--- src/inc/ire_defines.vh ---
/*
 Constants for the infrared line coder: bit timing in 16x baud ticks,
 receive window positions, buffer geometry and reset levels.
 Assumes inclusion by bare name from the design file.
*/
`ifndef IRE_DEFINES_VH
`define IRE_DEFINES_VH

// Baud divisor width
`define IRE_DIV_W 16
// Ticks per data bit and the counter width
`define IRE_BIT_TICKS 16
`define IRE_CNT_W 4
`define IRE_CNT_LAST 4'hF
`define IRE_CNT_ZERO 4'h0
// Encoder: low 7, high 3, low 6
`define IRE_TX_LOW_LEAD 4'h7
`define IRE_TX_HIGH_LEN 4'h3
`define IRE_TX_PULSE_FIRST 4'h7
`define IRE_TX_PULSE_LAST 4'h9
// Decoder: output update and window opening counts
`define IRE_RX_UPDATE_CNT 4'h8
`define IRE_RX_WINDOW_CNT 4'hC
// Transmit bit buffer
`define IRE_FIFO_W 1
`define IRE_FIFO_DEPTH 8
`define IRE_FIFO_AW 3
// Reset levels
`define IRE_UART_IDLE 1'b1
`define IRE_PIN_RESET 1'b0
`define IRE_DIV_RESET 16'h0000

`endif

--- src/hdl/ire_endec.v ---
/*
 Infrared line coder between a UART and an infrared transceiver, with the
 16x baud tick generator and an 8-entry transmit bit buffer.
 Assumes: all inputs synchronous to ref_clk; the UART offers its serial
 bits one per bit period over a valid/ready pair while the coder is on.
*/
`timescale 1ns/100ps
`include "ire_defines.vh"

////////////////////////////////////////////////////////////////////////////////
// Synchronous FIFO
module ire_fifo #(
	parameter WIDTH = `IRE_FIFO_W,
	parameter DEPTH = `IRE_FIFO_DEPTH,
	parameter AW = `IRE_FIFO_AW
) (
	input wire ref_clk,
	input wire nrst,
	input wire flush,
	input wire [WIDTH-1:0] in_data,
	input wire in_valid,
	output wire in_ready,
	output wire [WIDTH-1:0] out_data,
	output wire out_valid,
	input wire out_ready
);
	reg [WIDTH-1:0] mem_q [0:DEPTH-1];
	reg [AW-1:0] wr_q;
	reg [AW-1:0] rd_q;
	reg [AW:0] level_q;
	wire push;
	wire pop;
	genvar gi;
	localparam [AW:0] FULL = DEPTH;

	assign in_ready = (level_q != FULL);
	assign out_valid = (level_q != {(AW+1){1'b0}});
	assign out_data = mem_q[rd_q];
	assign push = in_valid & in_ready;
	assign pop = out_valid & out_ready;

	// Storage entries
	generate
		for (gi = 0; gi < DEPTH; gi = gi + 1) begin : g_ent
			localparam [AW-1:0] IDX = gi;
			always @(posedge ref_clk or negedge nrst) begin
				if (!nrst) begin
					mem_q[gi] <= {WIDTH{1'b0}};
				end else if (push && wr_q == IDX) begin
					mem_q[gi] <= in_data;
				end
			end
		end
	endgenerate

	// Pointers and fill level
	always @(posedge ref_clk or negedge nrst) begin
		if (!nrst) begin
			wr_q <= {AW{1'b0}};
			rd_q <= {AW{1'b0}};
			level_q <= {(AW+1){1'b0}};
		end else if (flush) begin
			wr_q <= {AW{1'b0}};
			rd_q <= {AW{1'b0}};
			level_q <= {(AW+1){1'b0}};
		end else begin
			if (push) begin
				wr_q <= wr_q + 1'b1;
			end
			if (pop) begin
				rd_q <= rd_q + 1'b1;
			end
			if (push && !pop) begin
				level_q <= level_q + 1'b1;
			end else if (pop && !push) begin
				level_q <= level_q - 1'b1;
			end
		end
	end
endmodule

////////////////////////////////////////////////////////////////////////////////
// Behaviour
// - With coder on, encode UART output to the pin and decode pin input.
// - Half duplex: never transmit and receive at the same time.
// - Bit rate is clock divided by sixteen times the divisor.
// - Rates 9600 to 115.2 kbaud supported; faster divisors allowed.
// - Every bit spans sixteen baud clocks in both directions.
// - A one is sent as low for the whole sixteen clocks.
// - A zero is sent as low seven, high three, low six clocks.
// - With coder on, only the modulated signal reaches the transmit pin.
// - Decoder keeps a 0 to 15 baud clock counter for output and window.
// - Decoded stream lags the infrared stream by eight baud clocks.
// - A falling edge on the input while idle or inside the window resets the decoder counter.
// - At count eight the UART receive input takes the decoded bit.
// - Window opens at count twelve, closes at eight of next lap.
// - No pulse in window: bit is one, return idle, await falling edge.
// - Resynchronising the decoder never disturbs the UART receiver.
module ire_endec (
	input wire ref_clk,
	input wire nrst,
	input wire uart_enable,
	input wire infrared_coder_enable,
	input wire [`IRE_DIV_W-1:0] baud_divisor,
	input wire uart_txd,
	input wire tx_bit_data,
	input wire tx_bit_valid,
	output reg tx_bit_ready,
	output reg txd_pin,
	input wire rxd_pin,
	output reg uart_rxd,
	output reg baud_tick,
	output reg tx_busy,
	output reg rx_busy
);
	////////////////////////////////////////////////////////////////////////////
	// Declarations
	localparam TX_IDLE = 1'b0;
	localparam TX_SEND = 1'b1;
	reg [`IRE_DIV_W-1:0] div_cnt_q;
	reg [`IRE_CNT_W-1:0] tx_cnt_q;
	reg tx_bit_q;
	reg tx_act_q;
	reg [`IRE_CNT_W-1:0] rx_cnt_q;
	reg rx_act_q;
	reg rx_lap_q;
	reg rx_bit_q;
	reg rx_prev_q;
	reg [`IRE_CNT_W-1:0] tx_cnt_d;
	reg tx_bit_d;
	reg tx_act_d;
	reg tx_pop;
	wire coder_on;
	wire buf_push;
	wire rx_update;
	wire tick;
	wire buf_valid;
	wire buf_data;
	wire buf_ready;
	wire buf_in_ready;
	wire tx_pend;
	wire rx_fall;
	wire rx_window;
	wire tx_pulse;

	assign coder_on = uart_enable & infrared_coder_enable;
	assign tick = baud_tick;

	////////////////////////////////////////////////////////////////////////////
	// Baud divisor generator: one tick per divisor clocks
	always @(posedge ref_clk or negedge nrst) begin
		if (!nrst) begin
			div_cnt_q <= `IRE_DIV_RESET;
			baud_tick <= 1'b0;
		end else if (!uart_enable || baud_divisor == `IRE_DIV_RESET) begin
			div_cnt_q <= `IRE_DIV_RESET;
			baud_tick <= 1'b0;
		end else if (div_cnt_q <= 16'h0001) begin
			div_cnt_q <= baud_divisor;
			baud_tick <= 1'b1;
		end else begin
			div_cnt_q <= div_cnt_q - 16'h0001;
			baud_tick <= 1'b0;
		end
	end

	////////////////////////////////////////////////////////////////////////////
	// Transmit bit buffer
	assign buf_ready = tx_pop;
	assign buf_push = tx_bit_valid & tx_bit_ready & coder_on;

	// Ready from a flop; low for one cycle after each accepted bit
	always @(posedge ref_clk or negedge nrst) begin
		if (!nrst) begin
			tx_bit_ready <= 1'b0;
		end else begin
			tx_bit_ready <= coder_on & buf_in_ready & ~buf_push;
		end
	end

	ire_fifo #(
		.WIDTH(`IRE_FIFO_W),
		.DEPTH(`IRE_FIFO_DEPTH),
		.AW(`IRE_FIFO_AW)
	) u_fifo (
		.ref_clk(ref_clk),
		.nrst(nrst),
		.flush(~coder_on),
		.in_data(tx_bit_data),
		.in_valid(buf_push),
		.in_ready(buf_in_ready),
		.out_data(buf_data),
		.out_valid(buf_valid),
		.out_ready(buf_ready)
	);

	assign tx_pend = buf_valid | tx_act_q;

	////////////////////////////////////////////////////////////////////////////
	// Encoder: sixteen ticks per bit, pulse in ticks 7..9 for a zero
	// Next bit loads on the tick after count 15, so bits stay 16 ticks apart
	always @* begin
		tx_act_d = tx_act_q;
		tx_cnt_d = tx_cnt_q;
		tx_bit_d = tx_bit_q;
		tx_pop = 1'b0;
		if (!coder_on) begin
			tx_act_d = TX_IDLE;
			tx_cnt_d = `IRE_CNT_ZERO;
			tx_bit_d = 1'b1;
		end else if (tick) begin
			case (tx_act_q)
				TX_IDLE: begin
					if (buf_valid && !rx_act_q) begin
						tx_pop = 1'b1;
						tx_act_d = TX_SEND;
						tx_cnt_d = `IRE_CNT_ZERO;
						tx_bit_d = buf_data;
					end
				end
				TX_SEND: begin
					if (tx_cnt_q != `IRE_CNT_LAST) begin
						tx_cnt_d = tx_cnt_q + 1'b1;
					end else if (buf_valid) begin
						tx_pop = 1'b1;
						tx_cnt_d = `IRE_CNT_ZERO;
						tx_bit_d = buf_data;
					end else begin
						tx_act_d = TX_IDLE;
						tx_cnt_d = `IRE_CNT_ZERO;
					end
				end
				default: begin
					tx_act_d = TX_IDLE;
				end
			endcase
		end
	end

	always @(posedge ref_clk or negedge nrst) begin
		if (!nrst) begin
			tx_cnt_q <= `IRE_CNT_ZERO;
			tx_bit_q <= 1'b1;
			tx_act_q <= TX_IDLE;
		end else begin
			tx_cnt_q <= tx_cnt_d;
			tx_bit_q <= tx_bit_d;
			tx_act_q <= tx_act_d;
		end
	end

	assign tx_pulse = tx_act_q & ~tx_bit_q
		& (tx_cnt_q >= `IRE_TX_PULSE_FIRST) & (tx_cnt_q <= `IRE_TX_PULSE_LAST);

	// Transmit pin: modulated when on, raw UART when off
	always @(posedge ref_clk or negedge nrst) begin
		if (!nrst) begin
			txd_pin <= `IRE_PIN_RESET;
		end else if (coder_on) begin
			txd_pin <= tx_pulse;
		end else begin
			txd_pin <= uart_txd;
		end
	end

	////////////////////////////////////////////////////////////////////////////
	// Decoder: resynchronising counter and sampling window
	assign rx_fall = rx_prev_q & ~rxd_pin;
	assign rx_update = tick & rx_act_q & (rx_cnt_q + 1'b1 == `IRE_RX_UPDATE_CNT);
	assign rx_window = rx_lap_q | (rx_cnt_q >= `IRE_RX_WINDOW_CNT);

	always @(posedge ref_clk or negedge nrst) begin
		if (!nrst) begin
			rx_prev_q <= 1'b1;
		end else begin
			rx_prev_q <= rxd_pin;
		end
	end

	always @(posedge ref_clk or negedge nrst) begin
		if (!nrst) begin
			rx_cnt_q <= `IRE_CNT_ZERO;
			rx_act_q <= 1'b0;
			rx_lap_q <= 1'b0;
			rx_bit_q <= `IRE_UART_IDLE;
		end else if (!coder_on || tx_pend) begin
			rx_cnt_q <= `IRE_CNT_ZERO;
			rx_act_q <= 1'b0;
			rx_lap_q <= 1'b0;
			rx_bit_q <= `IRE_UART_IDLE;
		end else if (rx_fall && (!rx_act_q || rx_window)) begin
			rx_cnt_q <= `IRE_CNT_ZERO;
			rx_act_q <= 1'b1;
			rx_lap_q <= 1'b0;
			rx_bit_q <= 1'b0;
		end else if (tick && rx_act_q) begin
			rx_cnt_q <= rx_cnt_q + 1'b1;
			if (rx_cnt_q == `IRE_CNT_LAST) begin
				rx_lap_q <= 1'b1;
			end
			if (rx_cnt_q + 1'b1 == `IRE_RX_UPDATE_CNT) begin
				if (rx_lap_q) begin
					rx_act_q <= 1'b0;
					rx_lap_q <= 1'b0;
					rx_cnt_q <= `IRE_CNT_ZERO;
				end
				rx_bit_q <= `IRE_UART_IDLE;
			end
		end
	end

	// UART receive input: decoded when on, raw pin when off
	always @(posedge ref_clk or negedge nrst) begin
		if (!nrst) begin
			uart_rxd <= `IRE_UART_IDLE;
		end else if (!coder_on) begin
			uart_rxd <= rxd_pin;
		end else if (tx_pend) begin
			uart_rxd <= `IRE_UART_IDLE;
		end else if (rx_update) begin
			uart_rxd <= rx_lap_q ? `IRE_UART_IDLE : rx_bit_q;
		end
	end

	////////////////////////////////////////////////////////////////////////////
	// Status
	always @(posedge ref_clk or negedge nrst) begin
		if (!nrst) begin
			tx_busy <= 1'b0;
			rx_busy <= 1'b0;
		end else begin
			tx_busy <= coder_on & tx_pend;
			rx_busy <= coder_on & rx_act_q;
		end
	end
endmodule

--- config.mk ---
export PLATFORM = sky130hd
export DESIGN_NAME = ire_endec
export DESIGN_NICKNAME = d
export VERILOG_FILES = /design/src/hdl/ire_endec.v
export VERILOG_INCLUDE_DIRS = /design/src /design/src/inc
export SDC_FILE = /design/constraint.sdc
export NUM_CORES = 1
export LEC_CHECK = 0
export ABC_CLOCK_PERIOD_IN_PS = 3500
export BUFFER_PORTS_ARGS = -buffer_cell sky130_fd_sc_hd__buf_2
export CAP_MARGIN = 0
export CORE_MARGIN = 2
export CORE_UTILIZATION = 54
export CTS_CLUSTER_DIAMETER = 80
export DETAILED_ROUTE_END_ITERATION = 12
export PLACE_DENSITY_LB_ADDON = 0.05
export SLEW_MARGIN = 20
export SYNTH_ARGS = -nofsm -noshare
export SYNTH_HDL_FRONTEND = slang
export SYNTH_HIERARCHICAL = 1
export SYNTH_SLANG_ARGS = --single-unit
--- constraint.sdc ---
create_clock -name ref_clk -period 3.5 [get_ports ref_clk]
set_input_delay 0.175 -clock ref_clk [delete_from_list [all_inputs] [get_ports ref_clk]]
set_output_delay 0.175 -clock ref_clk [all_outputs]
set_load 0.01 [all_outputs]
# ---- Yosys cells after proc, flatten, opt, wreduce, memory -nomap -nowiden
# Cells that the tools add are included.
dict set report totals {
  register_bits 54
  latchBits 0
  ram_bits 0
  rom_bits 0
  inputBits 24
  out_inout_bits 6
  elab_cells 170
  memories 0
}
dict set report op_classes {
  addsub 7
  mul 0
  div_mod_pow 0
  magnitude_cmp 5
  eq_ne 19
  n_shift 0
  n_mux 60
  n_bitwise 22
  n_reduce_logical 31
}
# cell count
set op_table {}
lappend op_table {{4-bit 2-to-1 mux} 12}
lappend op_table {{1-bit 2-to-1 mux} 37}
lappend op_table {{16-bit 2-to-1 mux} 2}
lappend op_table {{16-bit by 1-bit less-or-equal comparator with 1-bit output (second input constant)} 1}
lappend op_table {{16-bit logical NOT} 1}
lappend op_table {{16-bit by 1-bit subtractor with 16-bit output (second input constant)} 1}
lappend op_table {{1-bit bitwise AND} 15}
lappend op_table {{1-bit logical AND} 13}
lappend op_table {{4-bit by 1-bit adder with 4-bit output (second input constant)} 3}
lappend op_table {{3-bit equality test (second input constant)} 4}
lappend op_table {{3-bit 2-to-1 mux} 4}
lappend op_table {{3-bit nonzero test} 3}
lappend op_table {{4-bit equality test (second input constant)} 2}
lappend op_table {{4-bit greater-or-equal comparator (second input constant)} 2}
lappend op_table {{4-bit inequality test (second input constant)} 2}
lappend op_table {{4-bit one-hot mux with 2 select lines} 1}
lappend op_table {{3-bit by 1-bit adder with 3-bit output (second input constant)} 2}
lappend op_table {{3-bit by 2-bit equality test with 1-bit output (second input constant)} 2}
lappend op_table {{3-bit by 1-bit inequality test with 1-bit output (second input constant)} 2}
lappend op_table {{3-bit inequality test (second input constant)} 2}
lappend op_table {{1-bit one-hot mux with 2 select lines} 3}
lappend op_table {{1-bit logical NOT} 5}
lappend op_table {{4-bit by 3-bit greater-or-equal comparator with 1-bit output (second input constant)} 1}
lappend op_table {{4-bit less-or-equal comparator (second input constant)} 1}
lappend op_table {{other kinds (15)} 23}

# ---- Logic depth before layout (Yosys ltp)
dict set report depth {
  word_depth 11
  ltp_mapped 12
  depth_no_buf 11
}

# ---- Cells and area by module
# The synthesis kept the hierarchy.
# module instances cells_per_inst area_each_um2 seq_area_each_um2
set by_module_without_submodules {}
lappend by_module_without_submodules {ire_endec 1 220 2039.5 905.9}
lappend by_module_without_submodules {ire_fifo 1 101 1119.8 450.4}

# ---- Worst setup path after synthesis
# No wires, ideal clock.
dict set report synth_path {
  path_type {register to register}
  from {register tx_cnt_q[0]}
  to {register u_fifo.level_q[3]}
  setup_time_ns 0.136
  arrival_time_ns 3.088
  required_ns 3.364
  setup_slack_ns 0.276
  stages_incl_launch_ff 12
  path_buffers 0
  synth_period_minus_slack_ns 3.224
  cell_sequence {dfrtp_1 -> ha_1 -> and3_1 -> nor2_1 -> a2111oi_0 -> o41ai_1 -> nand2_1 -> ha_1 -> and3_1 -> o211ai_1 -> mux2i_1 -> o211ai_1}
}
dict set report synth_via {
  elab_chain_cells 10
  elab_cells_between_ends 12
  cone_classes {2 x eq/ne; 6 x mux; 1 x bitwise; 3 x reduce/logical}
}
# element line_no
set synth_lines {}
lappend synth_lines {{start, declared} ire_endec.v:121} ;# reg [`IRE_CNT_W-1:0] tx_cnt_q;
lappend synth_lines {{start signal, assigned} ire_endec.v:242} ;# tx_cnt_q <= `IRE_CNT_ZERO;
lappend synth_lines {{start signal, assigned} ire_endec.v:246} ;# tx_cnt_q <= tx_cnt_d;
lappend synth_lines {{4-bit inequality test (no source line) *} -}
lappend synth_lines {{1-bit 2-to-1 mux *} ire_endec.v:222} ;# if (tx_cnt_q != `IRE_CNT_LAST) begin
lappend synth_lines {{1-bit one-hot mux with 2 select lines *} ire_endec.v:212} ;# case (tx_act_q)
lappend synth_lines {{1-bit 2-to-1 mux *} ire_endec.v:211} ;# end else if (tick) begin
lappend synth_lines {{1-bit 2-to-1 mux *} ire_endec.v:207} ;# if (!coder_on) begin
lappend synth_lines {{via buf_ready} ire_endec.v:139} ;# wire buf_ready;
lappend synth_lines {{1-bit bitwise AND *} ire_endec.v:40} ;# assign pop = out_valid & out_ready;
lappend synth_lines {{1-bit logical NOT} ire_endec.v:73} ;# if (push && !pop) begin
lappend synth_lines {{1-bit logical AND} ire_endec.v:73}
lappend synth_lines {{4-bit 2-to-1 mux} ire_endec.v:73}
lappend synth_lines {{4-bit 2-to-1 mux} ire_endec.v:62} ;# end else if (flush) begin
lappend synth_lines {{end signal, assigned} ire_endec.v:61} ;# level_q <= {(AW+1){1'b0}};
lappend synth_lines {{end signal, assigned} ire_endec.v:65} ;# level_q <= {(AW+1){1'b0}};
lappend synth_lines {{end signal, assigned} ire_endec.v:74} ;# level_q <= level_q + 1'b1;
lappend synth_lines {{end, declared} ire_endec.v:30} ;# reg [AW:0] level_q;
# Mark *: on every way through the listed nets, which the timed path passes. The rest lies on a longest branch.
# A chain may end at the register's enable or synchronous reset.

# ---- Worst setup path after layout
dict set report layout_path {
  from {register u_fifo.level_q[0]}
  to {register u_fifo.level_q[3]}
}
dict set report layout_via {
  elab_chain_cells 11
  elab_cells_between_ends 21
  cone_classes {2 x add/sub; 2 x eq/ne; 9 x mux; 2 x bitwise; 6 x reduce/logical}
}
# element line_no
set layout_lines {}
lappend layout_lines {{4-bit nonzero test *} ire_endec.v:37} ;# assign out_valid = (level_q != {(AW+1){1'b0}});
lappend layout_lines {{via buf_valid} ire_endec.v:137} ;# wire buf_valid;
lappend layout_lines {{1-bit 2-to-1 mux or 1-bit logical AND (tied branches)} {ire_endec.v:224, ire_endec.v:214}}
lappend layout_lines {{1-bit 2-to-1 mux (on tied branches)} {ire_endec.v:222, ire_endec.v:214}}
lappend layout_lines {{1-bit one-hot mux with 2 select lines *} ire_endec.v:212}
lappend layout_lines {{1-bit 2-to-1 mux *} ire_endec.v:211}
lappend layout_lines {{1-bit 2-to-1 mux *} ire_endec.v:207}
lappend layout_lines {{via buf_ready} ire_endec.v:139}
lappend layout_lines {{1-bit bitwise AND *} ire_endec.v:40}
lappend layout_lines {{1-bit logical NOT} ire_endec.v:73}
lappend layout_lines {{1-bit logical AND} ire_endec.v:73}
lappend layout_lines {{4-bit 2-to-1 mux} ire_endec.v:73}
lappend layout_lines {{4-bit 2-to-1 mux} ire_endec.v:62}
# Mark *: on every way through the listed nets, which the timed path passes. The rest lies on a longest branch. The select of a mux whose other input is x is not followed.

==> impl_metrics.json <==
{
  "clkTransAtPathRegs_ns": 0.09,
  "dp_hpwl_um": 4540,
  "synth_enable_flop_cells": 0,
  "core-area_mm2": 0.00557,
  "synth-seq-cells": 54,
  "drt_iter0_markers": 120,
  "numCtsBuffers": 5,
  "worst_pin_slew_ns": 0.760,
  "max_freq_ghz": 0.354,
  "worstHoldStart": "uart_txd",
  "start_util_pct": 56.7,
  "root_buffer": "clkbuf_8",
  "io_buffers": 29,
  "max_cap_viol_count": 0,
  "fin_skew_ns": 0.00534,
  "slew_headroom_pct": 49.3,
  "outcome": "complete, no violations",
  "avgViaCountPerCell": 5.68,
  "crit-reg2reg-launch": "u_fifo/level_q[0]$_DFFE_PN0P_",
  "cts_sinks": 54,
  "startpoint_type": "flip-flop",
  "hold_ws_ns": 0.0734,
  "dpl_cell_area_mm2": 0.00333,
  "cp_slowest_stage_delay_ns": 0.50,
  "grt_pass1_wl_um": 10700,
  "place_congestion": 0.868,
  "drive_above_1_share_pct": 19.4,
  "leakagePower_nw": 1.50,
  "synthArstFlopShare_pct": 100,
  "powerDensity_mw_per_mm2": 532,
  "crit_path_max_fanout": 8,
  "crit_type": "flip-flop to flip-flop",
  "yosysUniqueCellTypes": 51,
  "seq_area_frac_synth_pct": 42.9,
  "routed_wl_um": 6350,
  "synthesis.nets": 361,
  "dieArea_mm2": 0.00648,
  "crit_chain": "nor3_1 > nand2b_1 > nand2_1 > a2111oi_0 > buf_4 > o41ai_1 > nand2_1 > ha_1 > and3_1 > o211ai_1 > mux2i_1 > o211ai_1",
  "cts_tree": "built",
  "ant_nets": 0,
  "worstPathRequired_ns": 3.68,
  "grtUsageTotal_pct": 21.3,
  "fin_area_mm2": 0.00347,
  "crit_family": "compound AO/OA/AOI/OAI gates",
  "setup_viol": 0,
  "endpoint_kind": "flip-flop",
  "cp_slowest_cell": "dfrtp_1",
  "io-pin-count": 30,
  "hold_viol_final": 0,
  "synth_ff_type": "dfrtp_1",
  "clk_latency_ns": 0.31,
  "crit_buf_inv": 1,
  "fp-row-count": 27,
  "fin_crit_ns": 2.83,
  "diodes": 0,
  "clock_path_buffers": 2,
  "final_common_cell": "dfrtp_1",
  "grt_pass1_vias": 2318,
  "firstDrtPassIters": 4,
  "synth_area_mm2": 0.00316,
  "yosysWarnings": 6,
  "avgSynthCellArea_um2": 9.84,
  "hp-class": "primary input to flip-flop",
  "overflow": 0,
  "dieWidth_um": 80.5,
  "areaGrowthSynthToFinish_pct": 9.86,
  "post-route-util_pct": 62.3,
  "setup_tns_ns": 0,
  "ir_worst_vdd_uv": 369,
  "htreeDepth": 2,
  "grt_max_degree": 34,
  "min_period_over_period_pct": 80.8,
  "crit_arrival_ns": 3.01,
  "postSynthCellCount": 321,
  "routedWlPerCell_um": 15.0,
  "final_cell_mix": "dfrtp_1, nor2_1, nand2_1, buf_2, a21oi_1",
  "route.detailed.drc": 0,
  "die_y_um": 80.5,
  "nFillCells": 485,
  "nNetsFinal": 390,
  "antenna_found_initial": 0,
  "slew_violations": 0,
  "rsz0062_at_grt": "false",
  "cp-startpoint": "u_fifo/level_q[0]$_DFFE_PN0P_",
  "dr_total_vias": 2401
}
==> where the power goes <==
group	leakage [nW]	switching (W)	internal, W
logic	0.718	0.000334	0.000267
registers	0.725	0.0000951	0.000714
clock network	0.0585	0.000202	0.000234
total	1.50	0.000631	0.00121
==> final cells by class <==
| type | count | area (um^2) | area share (%) |
|---|---|---|---|
| Clock buffer | 7 | 86.3 | 2.49 |
| Inverter | 14 | 52.6 | 1.51 |
| Timing Repair Buffer | 33 | 180 | 5.19 |
| Multi-Input combinational cell | 242 | 1680 | 48.3 |
| Tap cell | 72 | 90.1 | 2.60 |
| Sequential cell | 54 | 1360 | 39.1 |
| Clock inverter | 1 | 30.0 | 0.865 |
==> sequential cells by signal, summed over array words and instances, names as in the netlist, 3 cells and up <==
| signal | cells |
|---|---|
| rx_cnt_q | 4 |
| div_cnt_q | 16 |
| tx_cnt_q | 4 |
| u_fifo/level_q | 4 |
| u_fifo/mem_q | 8 |
| u_fifo/rd_q | 3 |
| u_fifo/wr_q | 3 |
==> cells by family after synthesis <==
logic type / Yosys count / share of synthesized area [%]
and+or+nand+nor: 127 / 20.3
AOI/OAI and AO/OA: 65 / 15.0
DFF: 54 / 42.9
buffers and inverters: 25 / 4.08
xor gates and xnor gates: 20 / 5.54
adders and majority gates: 16 / 6.57
muxes: 14 / 5.58
==> what timing repair did <==
action                                 in CTS  in global routing
hold buffers                                2                  0
endpoints found under the hold margin      28                  0
resized for setup                           0                  0
setup buffers                               0                  0
==> metrics by stage <==
| stage | setup WS, ns | cells | power [W] |
|---|---|---|---|
| after global routing | 0.513 | 423 | 0.00196 |
| after floorplan | 0.276 | 321 | 0.00131 |
| after global placement | 0.777 | 413 | 0.00140 |
| after CTS | 0.692 | 423 | 0.00186 |
| after detailed placement | 0.652 | 413 | 0.00142 |
| final | 0.672 | 423 | 0.00185 |
==> routing by layer <==
metal	wire [um]	track usage, %	vias to the layer above	part of all wire [%]
met1	2980	27.6	1160	47
met2	3070	36.1	35	48
met5	0	0	-	0
met4	92	6.78	0	1.4
met3	202	3.82	7	3.2
li1	-	-	1199	-
==> final timing paths <==
check	endpoint	slack (ns)	cells after the start
setup / recovery	u_fifo/level_q[3]$_DFFE_PN0P_	0.67	12
hold / removal	txd_pin$_DFF_PN0_	0.07	3
setup reg to reg	u_fifo/level_q[3]$_DFFE_PN0P_	0.67	12
hold reg to reg	uart_rxd$_DFFE_PN1P_	0.47	2
max in group asynchronous	tx_cnt_q[0]$_DFFE_PN0P_	2.24	3
min in group asynchronous	div_cnt_q[13]$_DFF_PN0_	0.48	2
==> worst register-to-register path, cell delays in order, from the launching register on <==
cell and delay (ns):
dfrtp_1 0.50, nor3_1 0.12, nand2b_1 0.19, nand2_1 0.07, a2111oi_0 0.37, buf_4 0.22
o41ai_1 0.11, nand2_1 0.13, ha_1 0.27, and3_1 0.20, o211ai_1 0.22, mux2i_1 0.22
o211ai_1 0.10
==> cell usage after synthesis, types with 2 or more instances <==
| master | n | area [um^2] |
|---|---|---|
| a21oi_1 | 16 | 80.1 |
| o21ai_0 | 3 | 15.0 |
| buf_2 | 4 | 20.0 |
| nor3_1 | 7 | 35.0 |
| nand3b_1 | 3 | 22.5 |
| nor2b_1 | 2 | 12.5 |
| nand2_1 | 32 | 120 |
| nor2_1 | 35 | 131 |
| a21bo_1 | 2 | 20.0 |
| o41ai_1 | 2 | 17.5 |
| clkbuf_1 | 3 | 11.3 |
| and2_1 | 4 | 25.0 |
| or3_1 | 3 | 18.8 |
| xnor2_1 | 11 | 96.3 |
| nor4_1 | 8 | 50.1 |
| mux2_1 | 2 | 22.5 |
| buf_6 | 4 | 45.0 |
| a211oi_1 | 4 | 30.0 |
| o211ai_1 | 3 | 22.5 |
| mux4_2 | 2 | 45.0 |
| and3_1 | 6 | 37.5 |
| nand4_1 | 4 | 25.0 |
| dfrtp_1 | 50 | 1250 |
| inv_1 | 13 | 48.8 |
| ha_1 | 15 | 188 |
| a2111oi_0 | 2 | 17.5 |
| nor3b_1 | 3 | 22.5 |
| o21ai_1 | 15 | 75.1 |
| nand3_1 | 11 | 55.1 |
| nand2b_1 | 4 | 25.0 |
| xor2_1 | 9 | 78.8 |
| a211oi_2 | 9 | 113 |
| mux2_2 | 7 | 78.8 |
| mux2i_1 | 3 | 30.0 |
| dfstp_2 | 4 | 105 |
Note: power is estimated with default switching activity, not from simulation.
